## src/rtl/hlcr_params.svh

```systemverilog
// Constants for the host link control register slice.
// Behaviour
// - Failure capture records bus and node number.
// - Failure capture records upper destination offset.
// - Vendor register read-only fixed constant.
// - One control register, set and clear addresses.
// - Bit 30 bypasses DMA byte swapping.
// - Bit 23 loaded from EEPROM, clear-only.
// - Software leaves enhancements alone while 23 low.
// - Software sets 22 only with 23, 17.
// - Bit 19 gates link to PHY traffic.
// - Stopped PHY clock access gives target abort.
// - Abort suppress returns all ones instead.
// - DCh-F0h and 100h-11Ch are PHY clocked.
// - Software waits 10 ms after link power.
// - Bit 18 enables posted writes.
// - Software changes bit 18 only link inactive.
// - Reserved control bits read as zero.
// - Bit 17 cleared by reset, disconnects link.
// - Bit 16 soft reset, reads one meanwhile.
`ifndef HLCR_PARAMS_SVH
`define HLCR_PARAMS_SVH

`define HLCR_AW            12
`define HLCR_OFS_FAIL_HIGH 12'h03C
`define HLCR_OFS_VENDOR    12'h040
`define HLCR_OFS_CTRL_SET  12'h050
`define HLCR_OFS_CTRL_CLR  12'h054
`define HLCR_PHY_LO1       12'h0DC
`define HLCR_PHY_HI1       12'h0F0
`define HLCR_PHY_LO2       12'h100
`define HLCR_PHY_HI2       12'h11C

// Arbitrary neutral value, not a real maker code.
`define HLCR_VENDOR_VAL    32'h0012_3450
`define HLCR_ALL_ONES      32'hFFFF_FFFF
`define HLCR_ZERO          32'h0000_0000

`define HLCR_BIT_SWAP      30
`define HLCR_BIT_ENH_ALLOW 23
`define HLCR_BIT_ENH_ACT   22
`define HLCR_BIT_PWR       19
`define HLCR_BIT_BWA       18
`define HLCR_BIT_LINK      17
`define HLCR_BIT_SRST      16
`define HLCR_REQ_MSB       31
`define HLCR_REQ_LSB       16
`define HLCR_OFS_MSB       15
`define HLCR_OFS_LSB       0

`define HLCR_SRST_CYCLES   5'h10
`define HLCR_SETTLE_MS     10
`define HLCR_CLK_KHZ       40000
`define HLCR_SETTLE_CYCLES (`HLCR_SETTLE_MS * `HLCR_CLK_KHZ)

`endif

```

## src/rtl/hlcr_pkg.sv

```systemverilog
// Types shared by both ends of the host link control slice.
package hlcr_pkg;
   typedef logic [31:0] hlcr_word_type;
   typedef logic [11:0] hlcr_addr_type;
   typedef enum logic [1:0]
   {
      HLCR_IDLE   = 2'b00,
      HLCR_SETUP  = 2'b01,
      HLCR_ACCESS = 2'b11
   } hlcr_state_type;
endpackage

```

## src/rtl/hlcr_apb_if.sv

```systemverilog
// APB carrier between the host end and the device end.
`timescale 1ns/1ps
interface hlcr_apb_if;
   import hlcr_pkg::*;
   hlcr_addr_type paddr;
   logic          psel;
   logic          penable;
   logic          pwrite;
   hlcr_word_type pwdata;
   hlcr_word_type prdata;
   logic          pready;
   logic          pslverr;

   modport device
   (
      input  paddr, psel, penable, pwrite, pwdata,
      output prdata, pready, pslverr
   );
   modport host
   (
      output paddr, psel, penable, pwrite, pwdata,
      input  prdata, pready, pslverr
   );
endinterface

```

## src/rtl/hlcr_device.sv

```systemverilog
// Device end: register slice with failure capture and control flags.
//
// Implementation choice: the APB register port.
`timescale 1ns/1ps
`include "hlcr_params.svh"
module hlcr_device
   import hlcr_pkg::*;
(
   input  wire logic        REF_CLK_IN,
   input  wire logic        RESET_IN,
   hlcr_apb_if.device       APB,
   input  wire logic        PHY_CLOCK_RUNNING_IN,
   input  wire logic        ABORT_SUPPRESS_IN,
   input  wire logic        EEPROM_LOAD_IN,
   input  wire logic        EEPROM_ENH_ALLOWED_IN,
   input  wire logic        WRITE_FAIL_IN,
   input  wire logic [15:0] FAIL_REQUESTER_IN,
   input  wire logic [15:0] FAIL_OFFSET_UPPER_IN,
   input  wire logic [31:0] DMA_DATA_IN,
   input  wire logic        PKT_RX_VALID_IN,
   output logic [31:0]      DMA_DATA_OUT,
   output logic             PKT_RX_ACCEPT_OUT,
   output logic             SWAP_BYPASS_OUT,
   output logic             ENH_CONFIG_ALLOWED_OUT,
   output logic             ENH_ACTIVE_OUT,
   output logic             LINK_POWER_ON_OUT,
   output logic             BUFFERED_WRITE_ALLOW_OUT,
   output logic             LINK_ACTIVE_OUT,
   output logic             SOFTWARE_REINIT_OUT
);

   ////////////////////////////////////////////////////////////////////
   // Bus phase decode.

   logic          setup;
   logic          access;
   logic          wr_set;
   logic          wr_clr;
   logic          in_phy;
   logic          pready_ff;
   logic          pslverr_ff;
   hlcr_word_type prdata_ff;
   hlcr_word_type nxt_prdata;
   logic          nxt_pslverr;

   // Setup cycle is the decode cycle; the access cycle then completes.
   assign setup  = APB.psel & ~APB.penable;
   assign access = APB.psel & APB.penable & pready_ff;
   assign wr_set = access & APB.pwrite
                   & (APB.paddr == `HLCR_OFS_CTRL_SET);
   assign wr_clr = access & APB.pwrite
                   & (APB.paddr == `HLCR_OFS_CTRL_CLR);

   // Address windows that live on the PHY side clock.
   assign in_phy = ((APB.paddr >= `HLCR_PHY_LO1)
                    && (APB.paddr <= `HLCR_PHY_HI1))
                   || ((APB.paddr >= `HLCR_PHY_LO2)
                    && (APB.paddr <= `HLCR_PHY_HI2));

   ////////////////////////////////////////////////////////////////////
   // Control flags.

   logic       swap_ff;
   logic       allow_ff;
   logic       act_ff;
   logic       pwr_ff;
   logic       bwa_ff;
   logic       link_ff;
   logic       srst_ff;
   logic [4:0] srst_cnt_ff;
   logic       srst_start;
   logic       srst_done;
   logic       ctl_wr_ok;

   // Soft reset begins on a set-address write of bit 16.
   assign srst_start = wr_set & APB.pwdata[`HLCR_BIT_SRST]
                       & ~srst_ff;
   assign srst_done  = srst_ff
                       & (srst_cnt_ff == (`HLCR_SRST_CYCLES - 5'h01));
   // Flag writes other than a bit 23 clear are dropped during a soft reset so the reset is clean.
   assign ctl_wr_ok  = ~srst_ff & ~srst_start;

   // Soft reset flag and its duration counter.
   always_ff @(posedge REF_CLK_IN)
   begin
      if (RESET_IN)
      begin
         srst_ff     <= 1'b0;
         srst_cnt_ff <= 5'h00;
      end
      else if (srst_start)
      begin
         srst_ff     <= 1'b1;
         srst_cnt_ff <= 5'h00;
      end
      else if (srst_done)
      begin
         srst_ff     <= 1'b0;
      end
      else if (srst_ff)
      begin
         srst_cnt_ff <= srst_cnt_ff + 5'h01;
      end
   end

   // Read/set/clear flags; a soft reset returns them to zero.
   always_ff @(posedge REF_CLK_IN)
   begin
      if (RESET_IN || srst_start)
      begin
         swap_ff <= 1'b0;
         act_ff  <= 1'b0;
         pwr_ff  <= 1'b0;
         bwa_ff  <= 1'b0;
         link_ff <= 1'b0;
      end
      else if (ctl_wr_ok && wr_set)
      begin
         swap_ff <= swap_ff | APB.pwdata[`HLCR_BIT_SWAP];
         act_ff  <= act_ff  | APB.pwdata[`HLCR_BIT_ENH_ACT];
         pwr_ff  <= pwr_ff  | APB.pwdata[`HLCR_BIT_PWR];
         bwa_ff  <= bwa_ff  | APB.pwdata[`HLCR_BIT_BWA];
         link_ff <= link_ff | APB.pwdata[`HLCR_BIT_LINK];
      end
      else if (ctl_wr_ok && wr_clr)
      begin
         swap_ff <= swap_ff & ~APB.pwdata[`HLCR_BIT_SWAP];
         act_ff  <= act_ff  & ~APB.pwdata[`HLCR_BIT_ENH_ACT];
         pwr_ff  <= pwr_ff  & ~APB.pwdata[`HLCR_BIT_PWR];
         bwa_ff  <= bwa_ff  & ~APB.pwdata[`HLCR_BIT_BWA];
         link_ff <= link_ff & ~APB.pwdata[`HLCR_BIT_LINK];
      end
   end

   // Enhancement permission: EEPROM load wins over a software clear.
   always_ff @(posedge REF_CLK_IN)
   begin
      if (RESET_IN)
      begin
         allow_ff <= 1'b0;
      end
      else if (EEPROM_LOAD_IN)
      begin
         allow_ff <= EEPROM_ENH_ALLOWED_IN;
      end
      else if (wr_clr && APB.pwdata[`HLCR_BIT_ENH_ALLOW])
      begin
         allow_ff <= 1'b0;
      end
   end

   ////////////////////////////////////////////////////////////////////
   // Posted write failure capture.

   logic [15:0] fail_req_ff;
   logic [15:0] fail_ofs_ff;

   // Only a new failure overwrites; reads and soft reset leave it.
   always_ff @(posedge REF_CLK_IN)
   begin
      if (RESET_IN)
      begin
         fail_req_ff <= 16'h0000;
         fail_ofs_ff <= 16'h0000;
      end
      else if (WRITE_FAIL_IN)
      begin
         fail_req_ff <= FAIL_REQUESTER_IN;
         fail_ofs_ff <= FAIL_OFFSET_UPPER_IN;
      end
   end

   ////////////////////////////////////////////////////////////////////
   // Read decode and abort handling.

   function automatic hlcr_word_type ctrl_word();
      hlcr_word_type w;
      w                     = `HLCR_ZERO;
      w[`HLCR_BIT_SWAP]      = swap_ff;
      w[`HLCR_BIT_ENH_ALLOW] = allow_ff;
      w[`HLCR_BIT_ENH_ACT]   = act_ff;
      w[`HLCR_BIT_PWR]       = pwr_ff;
      w[`HLCR_BIT_BWA]       = bwa_ff;
      w[`HLCR_BIT_LINK]      = link_ff;
      w[`HLCR_BIT_SRST]      = srst_ff;
      return w;
   endfunction

   // Read data is chosen in the setup cycle and held for the access.
   always_comb
   begin
      nxt_prdata  = `HLCR_ZERO;
      nxt_pslverr = 1'b0;
      if (in_phy && !PHY_CLOCK_RUNNING_IN)
      begin
         if (ABORT_SUPPRESS_IN)
         begin
            nxt_prdata = `HLCR_ALL_ONES;
         end
         else
         begin
            nxt_pslverr = 1'b1;
         end
      end
      else
      begin
         case (APB.paddr)
            `HLCR_OFS_FAIL_HIGH:
               nxt_prdata = {fail_req_ff, fail_ofs_ff};
            `HLCR_OFS_VENDOR:
               nxt_prdata = `HLCR_VENDOR_VAL;
            `HLCR_OFS_CTRL_SET,
            `HLCR_OFS_CTRL_CLR:
               nxt_prdata = ctrl_word();
            default:
               nxt_prdata = `HLCR_ZERO;
         endcase
      end
   end

   // One wait-free access: ready in the cycle after setup.
   always_ff @(posedge REF_CLK_IN)
   begin
      if (RESET_IN)
      begin
         pready_ff  <= 1'b0;
         pslverr_ff <= 1'b0;
         prdata_ff  <= `HLCR_ZERO;
      end
      else
      begin
         pready_ff  <= setup;
         pslverr_ff <= setup & nxt_pslverr;
         if (setup)
         begin
            prdata_ff <= nxt_prdata;
         end
      end
   end

   assign APB.pready  = pready_ff;
   assign APB.pslverr = pslverr_ff;
   assign APB.prdata  = prdata_ff;

   ////////////////////////////////////////////////////////////////////
   // Effects of the flags on the data path.

   logic [31:0] dma_ff;
   logic        rx_acc_ff;

   // Swap bytes unless bypass is set; one register stage of latency.
   always_ff @(posedge REF_CLK_IN)
   begin
      if (RESET_IN)
      begin
         dma_ff    <= `HLCR_ZERO;
         rx_acc_ff <= 1'b0;
      end
      else
      begin
         dma_ff    <= swap_ff ? DMA_DATA_IN
                      : {DMA_DATA_IN[7:0], DMA_DATA_IN[15:8],
                         DMA_DATA_IN[23:16], DMA_DATA_IN[31:24]};
         // No packet is taken while the link is off or unpowered.
         rx_acc_ff <= PKT_RX_VALID_IN & link_ff & pwr_ff;
      end
   end

   assign DMA_DATA_OUT             = dma_ff;
   assign PKT_RX_ACCEPT_OUT        = rx_acc_ff;
   assign SWAP_BYPASS_OUT          = swap_ff;
   assign ENH_CONFIG_ALLOWED_OUT   = allow_ff;
   assign ENH_ACTIVE_OUT           = act_ff;
   assign LINK_POWER_ON_OUT        = pwr_ff;
   assign BUFFERED_WRITE_ALLOW_OUT = bwa_ff;
   assign LINK_ACTIVE_OUT          = link_ff;
   assign SOFTWARE_REINIT_OUT      = srst_ff;

endmodule

```

## src/flat_wrapper.sv

```systemverilog
// flat-port wrapper written by rule: the top's interface ports become plain ports
module hlcr_device_flat import hlcr_pkg::*;
  (REF_CLK_IN, RESET_IN, PHY_CLOCK_RUNNING_IN, ABORT_SUPPRESS_IN, EEPROM_LOAD_IN, EEPROM_ENH_ALLOWED_IN, WRITE_FAIL_IN, FAIL_REQUESTER_IN, FAIL_OFFSET_UPPER_IN, DMA_DATA_IN, PKT_RX_VALID_IN, DMA_DATA_OUT, PKT_RX_ACCEPT_OUT, SWAP_BYPASS_OUT, ENH_CONFIG_ALLOWED_OUT, ENH_ACTIVE_OUT, LINK_POWER_ON_OUT, BUFFERED_WRITE_ALLOW_OUT, LINK_ACTIVE_OUT, SOFTWARE_REINIT_OUT, APB_paddr, APB_psel, APB_penable, APB_pwrite, APB_pwdata, APB_prdata, APB_pready, APB_pslverr);
  hlcr_apb_if APB_i ();
  input  wire logic REF_CLK_IN;
  input  wire logic RESET_IN;
  input  wire logic PHY_CLOCK_RUNNING_IN;
  input  wire logic ABORT_SUPPRESS_IN;
  input  wire logic EEPROM_LOAD_IN;
  input  wire logic EEPROM_ENH_ALLOWED_IN;
  input  wire logic WRITE_FAIL_IN;
  input  wire logic [15:0] FAIL_REQUESTER_IN;
  input  wire logic [15:0] FAIL_OFFSET_UPPER_IN;
  input  wire logic [31:0] DMA_DATA_IN;
  input  wire logic PKT_RX_VALID_IN;
  output logic [31:0] DMA_DATA_OUT;
  output logic PKT_RX_ACCEPT_OUT;
  output logic SWAP_BYPASS_OUT;
  output logic ENH_CONFIG_ALLOWED_OUT;
  output logic ENH_ACTIVE_OUT;
  output logic LINK_POWER_ON_OUT;
  output logic BUFFERED_WRITE_ALLOW_OUT;
  output logic LINK_ACTIVE_OUT;
  output logic SOFTWARE_REINIT_OUT;
  input wire logic [$bits(APB_i.paddr)-1:0] APB_paddr;
  input wire logic [$bits(APB_i.psel)-1:0] APB_psel;
  input wire logic [$bits(APB_i.penable)-1:0] APB_penable;
  input wire logic [$bits(APB_i.pwrite)-1:0] APB_pwrite;
  input wire logic [$bits(APB_i.pwdata)-1:0] APB_pwdata;
  output wire logic [$bits(APB_i.prdata)-1:0] APB_prdata;
  output wire logic [$bits(APB_i.pready)-1:0] APB_pready;
  output wire logic [$bits(APB_i.pslverr)-1:0] APB_pslverr;
  assign APB_i.paddr = APB_paddr;
  assign APB_i.psel = APB_psel;
  assign APB_i.penable = APB_penable;
  assign APB_i.pwrite = APB_pwrite;
  assign APB_i.pwdata = APB_pwdata;
  assign APB_prdata = APB_i.prdata;
  assign APB_pready = APB_i.pready;
  assign APB_pslverr = APB_i.pslverr;
  hlcr_device u_core (.REF_CLK_IN(REF_CLK_IN), .RESET_IN(RESET_IN), .APB(APB_i), .PHY_CLOCK_RUNNING_IN(PHY_CLOCK_RUNNING_IN), .ABORT_SUPPRESS_IN(ABORT_SUPPRESS_IN), .EEPROM_LOAD_IN(EEPROM_LOAD_IN), .EEPROM_ENH_ALLOWED_IN(EEPROM_ENH_ALLOWED_IN), .WRITE_FAIL_IN(WRITE_FAIL_IN), .FAIL_REQUESTER_IN(FAIL_REQUESTER_IN), .FAIL_OFFSET_UPPER_IN(FAIL_OFFSET_UPPER_IN), .DMA_DATA_IN(DMA_DATA_IN), .PKT_RX_VALID_IN(PKT_RX_VALID_IN), .DMA_DATA_OUT(DMA_DATA_OUT), .PKT_RX_ACCEPT_OUT(PKT_RX_ACCEPT_OUT), .SWAP_BYPASS_OUT(SWAP_BYPASS_OUT), .ENH_CONFIG_ALLOWED_OUT(ENH_CONFIG_ALLOWED_OUT), .ENH_ACTIVE_OUT(ENH_ACTIVE_OUT), .LINK_POWER_ON_OUT(LINK_POWER_ON_OUT), .BUFFERED_WRITE_ALLOW_OUT(BUFFERED_WRITE_ALLOW_OUT), .LINK_ACTIVE_OUT(LINK_ACTIVE_OUT), .SOFTWARE_REINIT_OUT(SOFTWARE_REINIT_OUT));
endmodule
```

## config.mk

```make
export PLATFORM = sky130hd
export DESIGN_NAME = hlcr_device_flat
export DESIGN_NICKNAME = d
export VERILOG_FILES = /design/src/rtl/hlcr_pkg.sv /design/src/rtl/hlcr_apb_if.sv /design/src/rtl/hlcr_device.sv /design/src/flat_wrapper.sv
export VERILOG_INCLUDE_DIRS = /design/src /design/src/rtl
export SDC_FILE = /design/constraint.sdc
export NUM_CORES = 1
export LEC_CHECK = 0
export BUFFER_PORTS_ARGS = -buffer_cell sky130_fd_sc_hd__buf_2
export CAP_MARGIN = 20
export CORE_UTILIZATION = 40
export CTS_CLUSTER_DIAMETER = 30
export CTS_CLUSTER_SIZE = 24
export DETAILED_ROUTE_END_ITERATION = 12
export PLACE_DENSITY = 0.76
export SLEW_MARGIN = 30
export SYNTH_ARGS = -nofsm -noshare
export SYNTH_HDL_FRONTEND = slang
export SYNTH_SLANG_ARGS = --single-unit
```

## constraint.sdc

```tcl
create_clock -name REF_CLK_IN -period 2.7 [get_ports REF_CLK_IN]
set_input_delay 0.27 -clock REF_CLK_IN [delete_from_list [all_inputs] [get_ports REF_CLK_IN]]
set_output_delay 0.27 -clock REF_CLK_IN [all_outputs]
set_load 0.005 [all_outputs]
```

---- Word-level counts from Yosys, hierarchy flattened ----
Index checks and enable logic that the tools add are counted.
Widths: inputs -> output; s select.
cells by class
  reduce and logical (&&, ||, !) cells .... 15
  $add $sub $neg .......................... 1
  muxes and demuxes ....................... 20
  bitwise logic cells ..................... 32
  equality and inequality tests ........... 5
  $lt $le $gt $ge ......................... 4
operators with widths
  kind                 number
  $mux 32              3
  $pmux 32 s3          1
  $eq 12x7->1 const B  3
  $and 1x1->1          18
  $mux 1               16
  $eq 12x6->1 const B  1
  $ge 12x8->1 const B  1
  $ge 12x9->1 const B  1
  $le 12x8->1 const B  1
  $le 12x9->1 const B  1
  $not 1->1            9
  $logic_and 1x1->1    6
  $reduce_bool 2->1    3
  $add 5x1->5 const B  1
  $eq 5x4->1 const B   1
  $or 1x1->1           5
  $reduce_or 2->1      2
  $logic_or 1x1->1     2
  $reduce_and 2->1     1
  $logic_not 1->1      1
storage, ports and cells
  output and inout bits ................... 74
  register bits ........................... 111
  logic and storage cells ................. 92

---- Depth between registers and ports, before layout ----
  depth after elaboration ................. 11
  gate-level depth with buffers ........... 8
  depth with buffers taken out ............ 7

---- Worst setup path after synthesis ----
Ideal clock, no wire load.
  path type ............................... input to register
  start point ............................. in APB_paddr[1]
  end point ............................... reg u_core.prdata_ff[15] (netlist: u_core.APB.prdata[15])
  library setup time ...................... 0.074 ns
  path slack .............................. 0.629 ns
  arrival ................................. 1.997 ns
  buffers on the path ..................... 1
  data required time ...................... 2.626 ns
  stages on the path ...................... 6
  path through ............................ or4_1 > a311o_1 > a211oi_4 > buf_6 > a211oi_2 > nor3_2
between the ends
  cells in the longest elaborated chain, start to end .. 5
  elaborated cells between the ends (all ways) .. 15
RTL lines
  what                                                  RTL line                              text
  from (decl)                                           flat_wrapper.sv:25                    input wire logic [$bits(APB_i.paddr)-1:0] APB_paddr;
  $ge 12x8->1 (no source line) (tied with other cells)  --
  $logic_and 1x1->1 (on tied branches)                  hlcr_device.sv:55, hlcr_device.sv:57
  $logic_or 1x1->1                                      hlcr_device.sv:55                     assign in_phy = ((APB.paddr >= `HLCR_PHY_LO1)
  $logic_and 1x1->1                                     hlcr_device.sv:194                    if (in_phy && !PHY_CLOCK_RUNNING_IN)
  $mux 32 (*)                                           hlcr_device.sv:194
  to (signal assigned)                                  hlcr_device.sv:228                    prdata_ff <= `HLCR_ZERO;
  to (signal assigned)                                  hlcr_device.sv:236                    prdata_ff <= nxt_prdata;
  to (decl)                                             hlcr_device.sv:42                     hlcr_word_type prdata_ff;
Every way passes the cells marked *; elsewhere a longest branch is shown, timed or not.
A chain may end at the register's enable or synchronous reset.

---- Final worst setup path ----
  start point ............................. in APB_paddr[1]
  end point ............................... reg u_core.prdata_ff[17] (netlist: u_core.APB.prdata[17])
The elaborated chain is that of the path after synthesis.

==> flow_metrics.env <==
export IMPL_numCtsBuffers=9
export IMPL_syn_nets=585
export IMPL_hpwl_um=8270
export IMPL_syn_avg_cell_area_sq_um=9.51
export IMPL_chipWidth_um=107
export IMPL_maxSlewHeadroom_pct=43.6
export IMPL_leakagePower_nw=2.46
export IMPL_tightestPinTransition_ns=0.843
export IMPL_startpoint_type="input pin"
export IMPL_rows=37
export IMPL_syn_inst=464
export IMPL_grt_pass1_wl_um=17900
export IMPL_clock_fmax_mhz=506
export IMPL_start_util_pct=42.0
export IMPL_cts_max_level=3
export IMPL_via_per_inst=5.15
export IMPL_synth_most_common_cell="nor2_1"
export IMPL_coreArea_sq_um=10500
export IMPL_cts_clk_slew_worst_paths_ns=0.10
export IMPL_timing_rr_start="u_core.srst_cnt_ff[0]$_SDFFE_PP0P_"
export IMPL_clock_path_buffers=2
export IMPL_yosys_warnings=0
export IMPL_dp_cells=746
export IMPL_finalCritPeriodShare_pct=73.2
export IMPL_drv_cap=0
export IMPL_grt_pass1_vias=3932
export IMPL_numPortBuffers=167
export IMPL_rrSetupSlack_ns=0.82
export IMPL_crit_arrival_ns=2.22
export IMPL_rsz0062_at_grt="false"
export IMPL_antenna_found_initial=1
export IMPL_ioPinCount=193
export IMPL_yosys_area_top_type="dfxtp_1"
export IMPL_synth_top_area_share_pct=50.4
export IMPL_ir_worst_vdd_mv=0.467
export IMPL_crit_path_cell_trace="buf_2, or4_1, a311o_1, and2_1, o31ai_2, buf_4, o21ai_0"
export IMPL_finalNonFillerCells=764
export IMPL_clock_skew_ns=0.00922
export IMPL_r2r_cells=7
export IMPL_wl_per_cell_um=14.5
export IMPL_path_max_fanout=8
export IMPL_firstDrtPassIters=4
export IMPL_crit_buf_inv=2
export IMPL_clock_sinks=111
export IMPL_detail_route_iter0_violations=217
export IMPL_hold_end="u_core.APB.pslverr$_SDFF_PP0_"
export IMPL_critical_path_class="input pin to register"
export IMPL_cp_end_kind="register"
export IMPL_drv_slew=0
export IMPL_routabilityCongestion=0.788
export IMPL_path_delay_family="compound AO/OA/AOI/OAI gates"
export IMPL_synth_area_leaders="dfxtp_1, mux2i_1, nor2_1"
export IMPL_async_flop_share_pct=0
export IMPL_ys_ff_latch=111
export IMPL_grt_start_max_net_pins=54
export IMPL_setup_viol=0
export IMPL_cts_hold_buf=0
export IMPL_synth_edff_count=0
export IMPL_syn_cell_area_sq_um=4410
export IMPL_multi_input_area_sq_um=2050
export IMPL_synthTopCellsByCount="nor2_1, dfxtp_1, mux2i_1"
export IMPL_nets=743
export IMPL_fin_setup_tns_ns=0
export IMPL_cts_tree="built"
export IMPL_slowest_delay_ns=0.52
export IMPL_r2r_end="u_core.srst_cnt_ff[3]$_SDFFE_PP0P_"
export IMPL_track_usage_pct=19.7
export IMPL_die_h_um=107
export IMPL_ctsRootBufferMaster="clkbuf_8"
export IMPL_crit_required_ns=2.95
export IMPL_die_area_sq_um=11500
export IMPL_hold_viol=0
export IMPL_slowest_stage="or4_1"
export IMPL_ys_seq_area_share_pct=50.4
export IMPL_grt_overflow_total=0
export IMPL_areaGrowthSynthToFinish_pct=26.7
export IMPL_cts_repair_resized=0
export IMPL_hp_start="ABORT_SUPPRESS_IN"
export IMPL_num_fill_cells=986
export IMPL_fin_crit_ns=1.98
export IMPL_drive_gt1_share_pct=35.2
export IMPL_clk_latency_ns=0.36
export IMPL_power_density_nw_per_um2=535
export IMPL_postRouteWirelength_um=11000
export IMPL_cts_setup_buffers=0
export IMPL_final_antenna_net_count=0
export IMPL_drc_errors=0
export IMPL_yosysUniqueCellTypes=42
export IMPL_holdCritPathClass="input pin to register"
export IMPL_min_path_cells=2
export IMPL_register_area_sq_um=2220
export IMPL_synth_ff_type="dfxtp_1"
export IMPL_status="finished clean"
export IMPL_vias=3931
==> final cells by class <==
| type | instances | area share (%) |
|---|---|---|
| repair buffers | 180 | 17.1 |
| clock buffers | 11 | 2.53 |
| flip-flops and latches | 111 | 39.8 |
| diodes | 1 | 0.0448 |
| clock inverters | 5 | 0.694 |
| multi-input cells | 317 | 36.6 |
| well taps | 136 | 3.04 |
| inverters | 3 | 0.201 |
==> power breakdown <==
part	switching [mW]	leakage [nW]	internal [mW]	total [mW]
clock network	0.552	0.0907	0.371	0.922
logic	0.170	1.45	0.158	0.328
registers	0.0313	0.914	1.71	1.74
total	0.753	2.46	2.24	2.99
==> how the worst max path moves through the flow <==
stage,from,end,cells past startpoint
global route,APB_paddr[1],u_core.APB.prdata[22]$_SDFFE_PP0P_,7
CTS,APB_paddr[1],u_core.APB.prdata[22]$_SDFFE_PP0P_,7
finish,APB_paddr[1],u_core.APB.prdata[17]$_SDFFE_PP0P_,7
floorplan,APB_paddr[1],u_core.APB.prdata[15]$_SDFFE_PP0P_,6
global placement,APB_paddr[1],u_core.APB.prdata[22]$_SDFFE_PP0P_,7
detailed placement,APB_paddr[1],u_core.APB.prdata[22]$_SDFFE_PP0P_,7
==> sequential cells by signal (all words and copies together), names as in the netlist, named ones only <==
signal                         flops
u_core.APB.pslverr                 1
u_core.APB.prdata                 32
u_core.fail_req_ff                16
u_core.srst_cnt_ff                 5
u_core.fail_ofs_ff                16
u_core.APB.pready                  1
u_core.DMA_DATA_OUT               32
u_core.ENH_CONFIG_ALLOWED_OUT      1
u_core.PKT_RX_ACCEPT_OUT           1
u_core.SOFTWARE_REINIT_OUT         1
==> metal layers <==
layer | part of all wire, % | routed length, um | vias up | global-route usage (%)
met3 | 7.6 | 844 | 9 | 7.29
met1 | 43 | 4750 | 1841 | 22.7
met5 | 0 | 0 | - | 0
met2 | 48 | 5340 | 156 | 34.1
met4 | 0.99 | 109 | 0 | 5.68
li1 | - | - | 1925 | -
==> layout by cell type (no fill, tap or decap), drive strengths merged, types with 2 or more instances in the layout <==
master	count
buf	180
nor2	114
dfxtp	111
mux2i	65
nand2	23
nor3	22
a211oi	21
o21ai	18
a21oi	14
clkbuf	11
a32oi	7
inv	6
nor2b	3
nand3	3
nor4b	3
a31oi	2
or3	2
xor2	2
ha	2
==> logic make-up (layout without fill, tap and decap cells) <==
family          Yosys count  count (layout)  share of synthesized area, %
flops                   111             111                          50.4
buf+inv                  36             199                          3.35
compound gates           67              67                          11.4
simple gates            180             180                          19.0
other cells               0               1                             0
mux                      65              65                          14.7
xor+xnor                  3               3                         0.596
fa+ha+maj                 2               2                         0.567
==> per-stage QoR <==
step	util, %	hold WS, ns	setup slack [ns]	total power [mW]	instance area, sq um
finish	53.2	0.124	0.723	2.99	5590
global route	53.2	0.0917	0.637	3.13	5590
CTS	52.9	0.100	0.729	3.02	5560
detailed placement	51.2	0.438	0.341	2.10	5380
global placement	51.2	0.444	0.398	2.09	5380
floorplan	-	0.347	0.629	1.94	4410
No activity file was read; power rests on OpenSTA's default activity.
